--- config.mk ---
export PLATFORM = sky130hd
export DESIGN_NAME = mmx_exec
export DESIGN_NICKNAME = d
export VERILOG_FILES = /design/src/mmx_pkg.sv /design/src/mmx_exec.sv
export SDC_FILE = /design/constraint.sdc
export NUM_CORES = 2
export LEC_CHECK = 0
export ABC_AREA = 0
export BUFFER_PORTS_ARGS = -buffer_cell sky130_fd_sc_hd__buf_2
export CAP_MARGIN = 15
export CORE_AREA = 2 2 270 272
export DETAILED_ROUTE_END_ITERATION = 10
export DIE_AREA = 0 0 272 274
export GPL_TIMING_DRIVEN = 0
export SYNTH_ARGS = -nofsm -noshare
export SYNTH_HDL_FRONTEND = slang
export SYNTH_SLANG_ARGS = --single-unit
--- constraint.sdc ---
create_clock -name clk_in -period 4.6 [get_ports clk_in]
set_clock_uncertainty 0.1 [all_clocks]
set_input_delay 0.23 -clock clk_in [delete_from_list [all_inputs] [get_ports clk_in]]
set_output_delay 0.23 -clock clk_in [all_outputs]
set_load 0.01 [all_outputs]
--- src/mmx_pkg.sv ---
`default_nettype none
package mmx_pkg;
   localparam int unsigned CLK_PERIOD_NS = 5;
   // Internal RAM transfer on enable-clock sync: two cycles
   localparam int unsigned RAM_SYNC_CYCLES = 2;
   localparam logic [2:0] FNC_S8 = 3'h0;
   localparam logic [2:0] FNC_S16 = 3'h1;
   localparam logic [2:0] FNC_U8 = 3'h4;
   localparam logic [2:0] FNC_U16 = 3'h5;
   localparam logic [31:0] READ_STEP = 32'h2;
   localparam logic [31:0] WRITE_STEP = 32'h2;
   localparam logic [31:0] WRITE_OFS_WORD = 32'h2;
   localparam logic [31:0] WRITE_OFS_LONG = 32'h6;
   localparam logic [2:0] BYTES_WORD = 3'h2;
   localparam logic [2:0] BYTES_LONG = 3'h4;
   localparam logic [1:0] SZ_BYTE = 2'h0;
   localparam logic [1:0] SZ_WORD = 2'h1;
   localparam logic [1:0] SZ_LONG = 2'h2;

   typedef enum logic [3:0] {
      MMX_OP_GENERAL_MOVE,
      MMX_OP_QUICK_MOVE,
      MMX_OP_REGISTER_MOVE,
      MMX_OP_REGISTER_QUICK_MOVE,
      MMX_OP_SIGN_EXTEND_MOVE,
      MMX_OP_PERIPHERAL_READ,
      MMX_OP_PERIPHERAL_READ_ECLK,
      MMX_OP_PERIPHERAL_WRITE,
      MMX_OP_PERIPHERAL_WRITE_ECLK,
      MMX_OP_SIGNED_MULTIPLY,
      MMX_OP_UNSIGNED_MULTIPLY
   } mmx_op_t;

   typedef struct packed {
      mmx_op_t op;
      logic [1:0] size_field;
      logic [2:0] multiply_function_code;
      logic [31:0] src_data;
      logic [31:0] dst_data;
      logic [31:0] target_address;
      logic [7:0] imm8;
      logic [3:0] src_reg;
      logic [3:0] dst_reg;
      logic src_internal_ram;
   } mmx_cmd_t;

   typedef struct packed {
      logic wr;
      logic [31:0] addr;
      logic [7:0] wdata;
      logic eclk_sync;
      logic internal_ram;
   } mmx_bus_t;

   typedef struct packed {
      logic [31:0] data;
      logic [3:0] reg_sel;
      logic to_reg;
      logic bad_size;
   } mmx_res_t;
endpackage : mmx_pkg
`default_nettype wire

--- src/mmx_exec.sv ---
`default_nettype none
module mmx_exec (
   input wire logic clk_in,                       // System clock
   input wire logic rst_n_in,                     // Async reset, active low
   input wire logic eclk_in,                      // Peripheral enable clock pin
   input wire logic cmd_valid_in,                 // Command offered
   output logic cmd_ready_out,                    // Idle, command accepted
   input wire mmx_pkg::mmx_cmd_t cmd_in,          // Command fields
   output logic bus_req_out,                      // Byte access request
   output mmx_pkg::mmx_bus_t bus_out,             // Byte access fields
   input wire logic bus_ack_in,                   // Byte access done
   input wire logic [7:0] bus_rdata_in,           // Read byte
   output logic res_valid_out,                    // Result pulse
   output mmx_pkg::mmx_res_t res_out              // Result fields
);
   import mmx_pkg::*;

   typedef enum logic [2:0] {ST_IDLE, ST_WAIT_E, ST_ACCESS, ST_RAM, ST_DONE} mmx_state_t;

   typedef struct packed {
      mmx_state_t st;
      mmx_cmd_t cmd;
      logic [31:0] addr;
      logic [31:0] acc;
      logic [2:0] left;
      logic [1:0] ram_cnt;
      logic [2:0] e_sync;
      logic e_stable;
      logic e_prev_fall;
      logic wr;
      logic eclk;
      logic req;
      mmx_bus_t bus;
      logic rv;
      mmx_res_t res;
   } mmx_state_s_t;

   mmx_state_s_t s_reg, s_next;

   function automatic logic [31:0] sext(input logic [31:0] v, input logic [1:0] sz);
      case (sz)
         SZ_BYTE: sext = {{24{v[7]}}, v[7:0]};
         SZ_WORD: sext = {{16{v[15]}}, v[15:0]};
         default: sext = v;
      endcase
   endfunction : sext

   function automatic logic [31:0] trunc(input logic [31:0] v, input logic [1:0] sz);
      case (sz)
         SZ_BYTE: trunc = {24'h0, v[7:0]};
         SZ_WORD: trunc = {16'h0, v[15:0]};
         default: trunc = v;
      endcase
   endfunction : trunc

   // Byte count for a peripheral op from size field
   function automatic logic [2:0] nbytes(input logic [1:0] sz);
      nbytes = (sz == SZ_LONG || sz == 2'h3) ? BYTES_LONG : BYTES_WORD;
   endfunction : nbytes

   logic e_fall;
   logic [15:0] prod_s8;
   logic [31:0] prod_s16;
   logic [15:0] prod_u8;
   logic [31:0] prod_u16;

   // Fall counts only once both late stages read low
   assign e_fall = s_reg.e_stable && !s_reg.e_sync[2] && !s_reg.e_sync[1];
   assign prod_s8 = 16'($signed(cmd_in.dst_data[7:0]) * $signed(cmd_in.src_data[7:0]));
   assign prod_s16 = 32'($signed(cmd_in.dst_data[15:0]) * $signed(cmd_in.src_data[15:0]));
   assign prod_u8 = 16'(cmd_in.dst_data[7:0] * cmd_in.src_data[7:0]);
   assign prod_u16 = 32'(cmd_in.dst_data[15:0] * cmd_in.src_data[15:0]);

   always_comb begin
      logic [2:0] n;
      logic sz_long;
      n = 3'h0;
      sz_long = 1'b0;
      s_next = s_reg;
      s_next.rv = 1'b0;
      s_next.e_sync = {s_reg.e_sync[1:0], eclk_in};
      // Change counts once second and third stages agree
      if (s_reg.e_sync[2] == s_reg.e_sync[1]) begin
         s_next.e_stable = s_reg.e_sync[1];
      end
      s_next.e_prev_fall = e_fall;
      case (s_reg.st)
         ST_IDLE: begin
            if (cmd_valid_in) begin
               s_next.cmd = cmd_in;
               s_next.res.bad_size = 1'b0;
               s_next.res.to_reg = 1'b0;
               s_next.res.reg_sel = cmd_in.dst_reg;
               s_next.acc = 32'h0;
               sz_long = cmd_in.size_field[0];
               n = nbytes(cmd_in.size_field);
               s_next.st = ST_DONE;
               case (cmd_in.op)
                  MMX_OP_GENERAL_MOVE: begin
                     s_next.res.data = trunc(cmd_in.src_data, cmd_in.size_field);
                  end
                  MMX_OP_QUICK_MOVE: begin
                     s_next.res.data = trunc(sext({24'h0, cmd_in.imm8}, SZ_BYTE),
                        cmd_in.size_field);
                  end
                  MMX_OP_REGISTER_MOVE: begin
                     s_next.res.data = trunc(cmd_in.src_data, cmd_in.size_field);
                     s_next.res.to_reg = 1'b1;
                  end
                  MMX_OP_REGISTER_QUICK_MOVE: begin
                     s_next.res.data = trunc({{28{cmd_in.imm8[3]}}, cmd_in.imm8[3:0]},
                        cmd_in.size_field);
                     s_next.res.to_reg = 1'b1;
                  end
                  MMX_OP_SIGN_EXTEND_MOVE: begin
                     s_next.res.data = sext(cmd_in.src_data, cmd_in.size_field);
                  end
                  MMX_OP_SIGNED_MULTIPLY: begin
                     case (cmd_in.multiply_function_code)
                        FNC_S8: s_next.res.data = {16'h0, prod_s8};
                        FNC_S16: s_next.res.data = prod_s16;
                        default: begin
                           s_next.res.data = 32'h0;
                           s_next.res.bad_size = 1'b1;
                        end
                     endcase
                  end
                  MMX_OP_UNSIGNED_MULTIPLY: begin
                     case (cmd_in.multiply_function_code)
                        FNC_U8: s_next.res.data = {16'h0, prod_u8};
                        FNC_U16: s_next.res.data = prod_u16;
                        default: begin
                           s_next.res.data = 32'h0;
                           s_next.res.bad_size = 1'b1;
                        end
                     endcase
                  end
                  MMX_OP_PERIPHERAL_READ, MMX_OP_PERIPHERAL_READ_ECLK: begin
                     s_next.wr = 1'b0;
                     s_next.eclk = (cmd_in.op == MMX_OP_PERIPHERAL_READ_ECLK);
                     s_next.addr = cmd_in.target_address;
                     // Bus-timed form takes one size bit
                     if (cmd_in.op == MMX_OP_PERIPHERAL_READ) begin
                        n = sz_long ? BYTES_LONG : BYTES_WORD;
                     end
                     s_next.left = n;
                     s_next.st = s_next.eclk ? ST_WAIT_E : ST_ACCESS;
                  end
                  MMX_OP_PERIPHERAL_WRITE, MMX_OP_PERIPHERAL_WRITE_ECLK: begin
                     s_next.wr = 1'b1;
                     s_next.eclk = (cmd_in.op == MMX_OP_PERIPHERAL_WRITE_ECLK);
                     if (cmd_in.op == MMX_OP_PERIPHERAL_WRITE) begin
                        n = sz_long ? BYTES_LONG : BYTES_WORD;
                     end
                     // Lowest byte goes to the highest address
                     s_next.addr = cmd_in.target_address +
                        ((n == BYTES_LONG) ? WRITE_OFS_LONG : WRITE_OFS_WORD);
                     s_next.acc = cmd_in.src_data;
                     s_next.left = n;
                     s_next.st = s_next.eclk ? ST_WAIT_E : ST_ACCESS;
                  end
                  default: begin
                     s_next.res.data = 32'h0;
                     s_next.res.bad_size = 1'b1;
                  end
               endcase
            end
         end
         ST_WAIT_E: begin
            if (e_fall && !s_reg.e_prev_fall) begin
               s_next.st = s_reg.cmd.src_internal_ram ? ST_RAM : ST_ACCESS;
               s_next.ram_cnt = 2'(RAM_SYNC_CYCLES - 1);
            end
         end
         ST_RAM, ST_ACCESS: begin
            s_next.req = 1'b1;
            s_next.bus.wr = s_reg.wr;
            s_next.bus.addr = s_reg.addr;
            s_next.bus.wdata = s_reg.acc[7:0];
            s_next.bus.eclk_sync = s_reg.eclk;
            s_next.bus.internal_ram = (s_reg.st == ST_RAM);
            // RAM cycle counts only while the request stands
            if (s_reg.st == ST_RAM && s_reg.req && s_reg.ram_cnt != 2'h0) begin
               s_next.ram_cnt = s_reg.ram_cnt - 2'h1;
            end
            if (s_reg.req && bus_ack_in ||
                  s_reg.st == ST_RAM && s_reg.req && s_reg.ram_cnt == 2'h0) begin
               s_next.req = 1'b0;
               s_next.left = s_reg.left - 3'h1;
               if (s_reg.wr) begin
                  s_next.acc = {8'h0, s_reg.acc[31:8]};
                  s_next.addr = s_reg.addr - WRITE_STEP;
               end else begin
                  // Earlier bytes are more significant
                  s_next.acc = {s_reg.acc[23:0], bus_rdata_in};
                  s_next.addr = s_reg.addr + READ_STEP;
               end
               if (s_reg.left == 3'h1) begin
                  s_next.st = ST_DONE;
                  s_next.res.data = s_reg.wr ? 32'h0 : {s_reg.acc[23:0], bus_rdata_in};
               end else begin
                  s_next.st = s_reg.eclk ? ST_WAIT_E : ST_ACCESS;
               end
            end
         end
         ST_DONE: begin
            s_next.rv = 1'b1;
            s_next.st = ST_IDLE;
         end
         default: s_next.st = ST_IDLE;
      endcase
   end

   always_ff @(posedge clk_in or negedge rst_n_in) begin
      if (!rst_n_in) begin
         s_reg <= '0;
      end else begin
         s_reg <= s_next;
      end
   end

   assign cmd_ready_out = (s_reg.st == ST_IDLE);
   assign bus_req_out = s_reg.req;
   assign bus_out = s_reg.bus;
   assign res_valid_out = s_reg.rv;
   assign res_out = s_reg.res;

   logic cmd_take;
   assign cmd_take = cmd_ready_out && cmd_valid_in;

   // Result checks
   a_gmove_long: assert property (@(posedge clk_in) disable iff (!rst_n_in)
      cmd_take && cmd_in.op == MMX_OP_GENERAL_MOVE && cmd_in.size_field == SZ_LONG |=>
      s_reg.res.data == $past(cmd_in.src_data)) else $error("general move long wrong");
   a_gmove_byte: assert property (@(posedge clk_in) disable iff (!rst_n_in)
      cmd_take && cmd_in.op == MMX_OP_GENERAL_MOVE && cmd_in.size_field == SZ_BYTE |=>
      s_reg.res.data == {24'h0, s_reg.cmd.src_data[7:0]}) else $error("general move byte wrong");
   a_quick_long: assert property (@(posedge clk_in) disable iff (!rst_n_in)
      cmd_take && cmd_in.op == MMX_OP_QUICK_MOVE && cmd_in.size_field == SZ_LONG |=>
      s_reg.res.data == {{24{s_reg.cmd.imm8[7]}}, s_reg.cmd.imm8}) else $error("quick long");
   a_quick_word: assert property (@(posedge clk_in) disable iff (!rst_n_in)
      cmd_take && cmd_in.op == MMX_OP_QUICK_MOVE && cmd_in.size_field == SZ_WORD |=>
      s_reg.res.data == {16'h0, {8{s_reg.cmd.imm8[7]}}, s_reg.cmd.imm8}) else $error("quick word");
   a_rmove_dest: assert property (@(posedge clk_in) disable iff (!rst_n_in)
      cmd_take && cmd_in.op == MMX_OP_REGISTER_MOVE |=>
      s_reg.res.to_reg && s_reg.res.reg_sel == $past(cmd_in.dst_reg)) else $error("reg move dest");
   a_rquick_sext: assert property (@(posedge clk_in) disable iff (!rst_n_in)
      cmd_take && cmd_in.op == MMX_OP_REGISTER_QUICK_MOVE && cmd_in.size_field == SZ_LONG |=>
      s_reg.res.data == {{28{s_reg.cmd.imm8[3]}}, s_reg.cmd.imm8[3:0]}) else $error("rq move");
   a_sext_word: assert property (@(posedge clk_in) disable iff (!rst_n_in)
      cmd_take && cmd_in.op == MMX_OP_SIGN_EXTEND_MOVE && cmd_in.size_field == SZ_WORD |=>
      s_reg.res.data[31:16] == {16{s_reg.cmd.src_data[15]}}) else $error("sext word");
   a_smul_byte: assert property (@(posedge clk_in) disable iff (!rst_n_in)
      cmd_take && cmd_in.op == MMX_OP_SIGNED_MULTIPLY && cmd_in.multiply_function_code == FNC_S8
      |=> s_reg.res.data[31:16] == 16'h0 && !s_reg.res.bad_size) else $error("smul byte");
   a_smul_word: assert property (@(posedge clk_in) disable iff (!rst_n_in)
      cmd_take && cmd_in.op == MMX_OP_SIGNED_MULTIPLY && cmd_in.multiply_function_code == FNC_S16
      |=> s_reg.res.data == 32'($signed(s_reg.cmd.dst_data[15:0]) *
      $signed(s_reg.cmd.src_data[15:0]))) else $error("smul word");
   a_smul_bad: assert property (@(posedge clk_in) disable iff (!rst_n_in)
      cmd_take && cmd_in.op == MMX_OP_SIGNED_MULTIPLY && cmd_in.multiply_function_code != FNC_S8
      && cmd_in.multiply_function_code != FNC_S16 |=> s_reg.res.bad_size) else $error("smul bad");
   a_umul_byte: assert property (@(posedge clk_in) disable iff (!rst_n_in)
      cmd_take && cmd_in.op == MMX_OP_UNSIGNED_MULTIPLY && cmd_in.multiply_function_code == FNC_U8
      |=> s_reg.res.data == {16'h0, 16'(s_reg.cmd.dst_data[7:0] * s_reg.cmd.src_data[7:0])})
      else $error("umul byte");
   a_umul_bad: assert property (@(posedge clk_in) disable iff (!rst_n_in)
      cmd_take && cmd_in.op == MMX_OP_UNSIGNED_MULTIPLY && cmd_in.multiply_function_code != FNC_U8
      && cmd_in.multiply_function_code != FNC_U16 |=> s_reg.res.bad_size) else $error("umul bad");

   // Transfer setup checks
   a_read_first: assert property (@(posedge clk_in) disable iff (!rst_n_in)
      cmd_take && (cmd_in.op == MMX_OP_PERIPHERAL_READ || cmd_in.op == MMX_OP_PERIPHERAL_READ_ECLK)
      |=> s_reg.addr == $past(cmd_in.target_address)) else $error("read start address");
   a_read_long: assert property (@(posedge clk_in) disable iff (!rst_n_in)
      cmd_take && cmd_in.op == MMX_OP_PERIPHERAL_READ && cmd_in.size_field[0] |=>
      s_reg.left == BYTES_LONG) else $error("read long count");
   a_read_word: assert property (@(posedge clk_in) disable iff (!rst_n_in)
      cmd_take && cmd_in.op == MMX_OP_PERIPHERAL_READ && !cmd_in.size_field[0] |=>
      s_reg.left == BYTES_WORD) else $error("read word count");
   a_write_word: assert property (@(posedge clk_in) disable iff (!rst_n_in)
      cmd_take && cmd_in.op == MMX_OP_PERIPHERAL_WRITE && !cmd_in.size_field[0] |=>
      s_reg.addr == $past(cmd_in.target_address) + WRITE_OFS_WORD) else $error("write word start");
   a_write_long: assert property (@(posedge clk_in) disable iff (!rst_n_in)
      cmd_take && cmd_in.op == MMX_OP_PERIPHERAL_WRITE && cmd_in.size_field[0] |=>
      s_reg.addr == $past(cmd_in.target_address) + WRITE_OFS_LONG) else $error("write long start");
   a_write_data: assert property (@(posedge clk_in) disable iff (!rst_n_in)
      cmd_take && cmd_in.op == MMX_OP_PERIPHERAL_WRITE |=>
      s_reg.acc == $past(cmd_in.src_data)) else $error("write data load");

   // Bus and result pulse behaviour checks
   a_eclk_start: assert property (@(posedge clk_in) disable iff (!rst_n_in)
      s_reg.st == ST_WAIT_E && e_fall && !s_reg.e_prev_fall |=>
      s_reg.st == ST_ACCESS || s_reg.st == ST_RAM) else $error("eclk start missed");
   a_ram_req_len: assert property (@(posedge clk_in) disable iff (!rst_n_in)
      $rose(bus_req_out && bus_out.internal_ram) |=> bus_req_out ##1 !bus_req_out)
      else $error("RAM cycle length");
   a_req_hold: assert property (@(posedge clk_in) disable iff (!rst_n_in)
      bus_req_out && !bus_ack_in && !bus_out.internal_ram |=> bus_req_out && $stable(bus_out))
      else $error("request dropped early");
   a_res_pulse: assert property (@(posedge clk_in) disable iff (!rst_n_in)
      res_valid_out |=> !res_valid_out) else $error("result pulse too long");
   a_res_idle: assert property (@(posedge clk_in) disable iff (!rst_n_in)
      res_valid_out |-> cmd_ready_out) else $error("result while busy");

   a_read_step_up: assert property (@(posedge clk_in) disable iff (!rst_n_in)
      s_reg.req && bus_ack_in && !s_reg.wr && s_reg.left > 3'h1 |=>
      s_reg.addr == $past(s_reg.addr) + 32'h2);
   a_read_parity: assert property (@(posedge clk_in) disable iff (!rst_n_in)
      s_reg.req && !s_reg.wr |-> s_reg.bus.addr[0] == s_reg.cmd.target_address[0]);
   a_write_parity: assert property (@(posedge clk_in) disable iff (!rst_n_in)
      s_reg.req && s_reg.wr |-> s_reg.bus.addr[0] == s_reg.cmd.target_address[0]);
   a_write_step_down: assert property (@(posedge clk_in) disable iff (!rst_n_in)
      s_reg.req && bus_ack_in && s_reg.wr && s_reg.left > 3'h1 |=>
      s_reg.addr == $past(s_reg.addr) - 32'h2);
   a_ram_two_cycles: assert property (@(posedge clk_in) disable iff (!rst_n_in)
      $rose(s_reg.st == ST_RAM) |-> ##[1:3] s_reg.st != ST_RAM);
   a_eclk_wait_fall: assert property (@(posedge clk_in) disable iff (!rst_n_in)
      s_reg.st == ST_WAIT_E && !e_fall |=> s_reg.st == ST_WAIT_E);
   a_sext_full: assert property (@(posedge clk_in) disable iff (!rst_n_in)
      cmd_ready_out && cmd_valid_in && cmd_in.op == MMX_OP_SIGN_EXTEND_MOVE &&
      cmd_in.size_field == 2'h0 |=> s_reg.res.data[31:8] == {24{s_reg.cmd.src_data[7]}});
   a_umul_word: assert property (@(posedge clk_in) disable iff (!rst_n_in)
      cmd_ready_out && cmd_valid_in && cmd_in.op == MMX_OP_UNSIGNED_MULTIPLY &&
      cmd_in.multiply_function_code == 3'h5 |=> ##1 res_valid_out &&
      res_out.data == s_reg.cmd.dst_data[15:0] * s_reg.cmd.src_data[15:0]);
endmodule : mmx_exec
`default_nettype wire

# Word level (Yosys, flattened, before mapping)

Cells that the tools add are included.

Input port bits: 135
Word-level logic and storage cells: 152
Register bits: 280

Add/subtract/negate cells: 5
Mux-type cells: 46
Equal/unequal tests: 30
Multiply operators: 4
Reduce and logical (&&, ||, !) cells: 37

Operators with widths:

| kind                  | count |
|---|---|
| $pmux 32 s2           | 8 |
| $pmux 32 s7           | 1 |
| $mux 192              | 1 |
| $pmux 67 s2           | 1 |
| $mux 32               | 4 |
| $mux 67               | 1 |
| $mul 16x16->32        | 2 |
| $mux 64               | 1 |
| $mux 38               | 1 |
| $mux 3                | 11 |
| $add 32x2->32 const B | 1 |
| $add 32x3->32         | 1 |
| $mul 8x8->16          | 2 |
| $sub 32x2->32 const B | 1 |
| $eq 4x3->1 const B    | 4 |
| $reduce_or 2->1       | 7 |
| $eq 3x3->1 const B    | 4 |
| $eq 4x4->1 const B    | 3 |
| $ne 2x2->1 const B    | 6 |
| $pmux 3 s2            | 2 |
| $reduce_and 3->1      | 4 |
| $mux 2                | 5 |
| $eq 3x1->1 const B    | 3 |
| $pmux 3 s3            | 1 |
| 24 further kinds      | 47 |

# Logic depth before layout (Yosys ltp)

Depth after elaboration: 13
Mapped depth: 26
Gate-level depth less buffers: 24

# Worst setup path after synthesis

Ideal clock, no wire load.

Kind: input-to-reg
Start point: input port cmd_in[88] (netlist name)
End point: register s_reg (netlist bit res_out[30])
Buffers on the path: 3
Path slack: -1.974 ns
Stages: 25
Arrival: 6.370 ns
Cells stage by stage: clkbuf_1 -> clkbuf_1 -> buf_1 -> nand2_1 -> fa_1 -> inv_1 -> fa_1 -> inv_1 -> fa_1 -> inv_1 -> fa_1 -> inv_1 -> fa_1 -> fa_1 -> inv_1 -> ha_1 -> nand2_1 -> nor2_1 -> nand3_1 -> o31ai_1 -> a41o_1 -> a21o_1 -> a21oi_1 -> mux2i_1 -> a221oi_1

Word-level cells in the longest chain between the ends: 5
Elaborated cells between the ends (all ways): 8
Those cells by class: 2 x mul; 6 x mux

RTL lines:

| what                                     | line                             | text |
|---|---|---|
| from (decl)                              | mmx_exec.sv:8                    | `input wire mmx_pkg::mmx_cmd_t cmd_in,` |
| $mul 16x16->32, on equally long branches | mmx_exec.sv:72, mmx_exec.sv:70   |  |
| $pmux 32 s2, on equally long branches    | mmx_exec.sv:129, mmx_exec.sv:119 |  |
| $pmux 32 s7 *                            | mmx_exec.sv:98                   | `case (cmd_in.op)` |
| $mux 38 *                                | mmx_exec.sv:89                   | `if (cmd_valid_in) begin` |
| $pmux 32 s2 *                            | mmx_exec.sv:87                   | `case (s_reg.st)` |
| to (signal assigned)                     | mmx_exec.sv:218                  | `s_reg <= s_next;` |
| to (decl)                                | mmx_exec.sv:38                   | `mmx_state_s_t s_reg, s_next;` |

Mark *: on every way between the ends. The rest lies on a longest branch, timed or not. The select of a mux whose other input is x is not followed.
A chain may end at the register's enable or synchronous reset.

# Final worst setup path

Start point: input port cmd_in[88] (netlist name)
End point: register s_reg (netlist bit res_out[25])

Same word-level chain as after synthesis.

==> metrics.txt <==
Setup crit end kind=flip-flop; Vias=around 25,000; routed len/inst=~21 um; sink of the worst hold path=s_reg[112]; Synth Area in Compound Gates=13.0%; Max-Cap Viols=0; number of synthesized flops with an enable pin=0; Tot GR Track Use=27.0%; yosys warns=0; Die Ht=274 um; Worst Tran Pin Value=1110 ps; Final min period=5790 ps; FF-to-FF setup slack=710 ps; Post-Syn Nets=4,197; xor and xnor area share after synthesis=3.78%; Clock Latency Late Sink=about 450 ps; largest family of logic cells by synthesized area=adder cells; RSZ-0062 raised after global routing=true; final net count=4,496; fmax=173 MHz; TritonCTS clock tree=yes; first-pass GRT wire length=152 mm; commonest cells after routing, fill and taps aside=inv_1, fa_1, nand2_1; Post-synth ARST share=100%; fillcell total=~6,900; die area=0.0745 mm^2; RR Endpoint=s_reg[156]; die width=272 um; commonest non-fill, non-tap cell in the layout=inv_1; remaining antenna violation count after routing=0; fin. max-slew vios=0; Reg clk slew, reported paths=80 ps; Final Hold Viols=0; Register-to-Register Path Depth=12; Main synth FF type=dfrtp_1; via/cell ratio=5.34; DR iter-0 viols=2,264; number of global-route vias before repair=~25,000; CTS Buffer Depth=2; max reg flops=78; DP Worst Slack=-2530 ps; drt pass-1 iters=6; failing checks=negative setup slack; post-synth cell types=83; layout cells sized above 1=19.0%; worst setup path start=cmd_in[88]; total global routing overflow=0; mux cell area share after synthesis=around 1.6%; num rows=slightly below 100; Syn Area/Cell=8.67 um^2; Num CTS Buffers=17; GP Congestion=approximately 0.93; WP data required=about 4800 ps; IO Pins=219; CP startpoint kind=input port; Hold/Removal Path Class=in -> reg; Gate Count Post-Synth=3,367; crit-path max FO=5; area grow syn2layout=20.7%; initial antenna violation count=6; Setup CP Type=in -> reg; Slew headroom=between 20% and 30%; Simple-Gate Fraction of Synth Area=14.2%; Final setup viols=24; hold path depth=3; Root Buffer=clkbuf_16; synthesized area=slightly below 0.03 mm^2; drt drc=0; Synth Area in Adders=41.5%; CP arrival=6020 ps; largest net degree at the start of global routing=93; Yosys reg bits=163; WL final=99.5 mm; hold wc startpoint=cmd_in[98]; final worst slack=-1190 ps; CTS H-tree depth=4; DP HPWL=between 80 and 90 mm; sequential share of the synthesized area=14.0%; Core Area=0.0720 mm^2; Crit Reg-Reg Startpoint=s_reg[84]; starting density of the core=40.6%; Final period util=126%; clk sinks=between 150 and 200; I/O Buffers=between 150 and 200; status=finished, violations left
## synthesized netlist by cell type (all sizes together), types with 27 or more instances
master,number,area share (%)
inv,639,8.2
fa,453,31
nand2,407,5.3
ha,242,10
a21oi,192,3.3
nor2,192,2.5
dfrtp,163,14
and2,117,2.5
clkbuf,111,1.4
o21ai,107,1.8
buf,99,2.3
xnor2,82,2.5
a21o,46,1.2
xor2,44,1.3
mux2i,41,1.4
nand2b,34,0.73
nor3,34,0.62
nand3,30,0.51
a221oi,27,0.81
## cell type report
type                    count  area [um^2]  share of cell area (%)
inverters                 640         2410                    6.84
clock inverters            12          121                   0.344
repair buffers            282         1990                    5.66
clock buffers              19          443                    1.26
multi-input cells        2354        23000                    65.2
diodes                      3         7.51                  0.0213
flip-flops and latches    163         4080                    11.6
well taps                 959         1200                    3.40
plain buffers             208         2020                    5.74
## cell families after synthesis
logic type,after synthesis
DFF,163
AOI/OAI and AO/OA,582
and+or+nand+nor,905
buffers and inverters,850
muxes,45
adders and majority gates,696
xor gates and xnor gates,126
## stage by stage
| step | instance area [um^2] | util (%) | instances | TNS, ps | hold slack (ps) |
|---|---|---|---|---|---|
| after global placement | 32100 | 44.6 | 4508 | -52250 | 236 |
| after detailed placement | 32200 | 44.7 | 4510 | -50750 | 217 |
| final | 35300 | 49.0 | 4640 | -21750 | 30.4 |
| after floorplan | 30000 | - | 3367 | -19130 | -166 |
| after CTS | 34800 | 48.3 | 4621 | -20580 | 22.5 |
| after global routing | 35200 | 49.0 | 4638 | -25540 | 26.6 |
## critical path: stages
cell,delay [ps]
buf_8,70
clkbuf_16,120
clkbuf_16,160
buf_12,140
nand2_2,50
fa_1,480
inv_1,50
fa_2,560
inv_2,40
fa_2,520
inv_2,40
fa_2,520
inv_2,40
fa_2,420
fa_1,530
inv_2,50
ha_4,300
nand2_4,70
nor2_4,160
nand3_4,100
buf_6,130
o211ai_1,190
buf_4,170
a21oi_4,70
xnor2_2,220
o221ai_2,180
a221oi_2,330
nor2_1,60
## per-layer routing
layer  share of wire (%)  wire length (um)  vias up  global-route usage (%)
li1                    -                 -    11300                       -
met1                  43             43200    12300                    37.5
met2                  45             44900      997                    43.2
met3                 7.8              7720      180                    4.22
met4                 3.7              3720        4                    9.07
met5               0.025                25        -                       0
## worst max-delay path by stage
stage	endpoint	slack [ps]
3_3_place_gp	res_out[31]	-2540
6_report	res_out[25]	-1190
2_1_floorplan	res_out[36]	-1190
5_1_grt	res_out[36]	-1360
4_1_cts	res_out[35]	-1140
3_5_place_dp	res_out[31]	-2530
## timing repair
action / in CTS / in global routing
setup endpoints to repair: 30 / 31
resized for setup: 260 / 87
pin swaps: 94 / 68
hold buffers: 8 / 0
hold endpoints to repair: 98 / 0
setup buffers: 71 / 18
cloned: 2 / 0
Power is not shown: default switching activity piles up to over one toggle a cycle in this logic, so the estimate is an artifact.
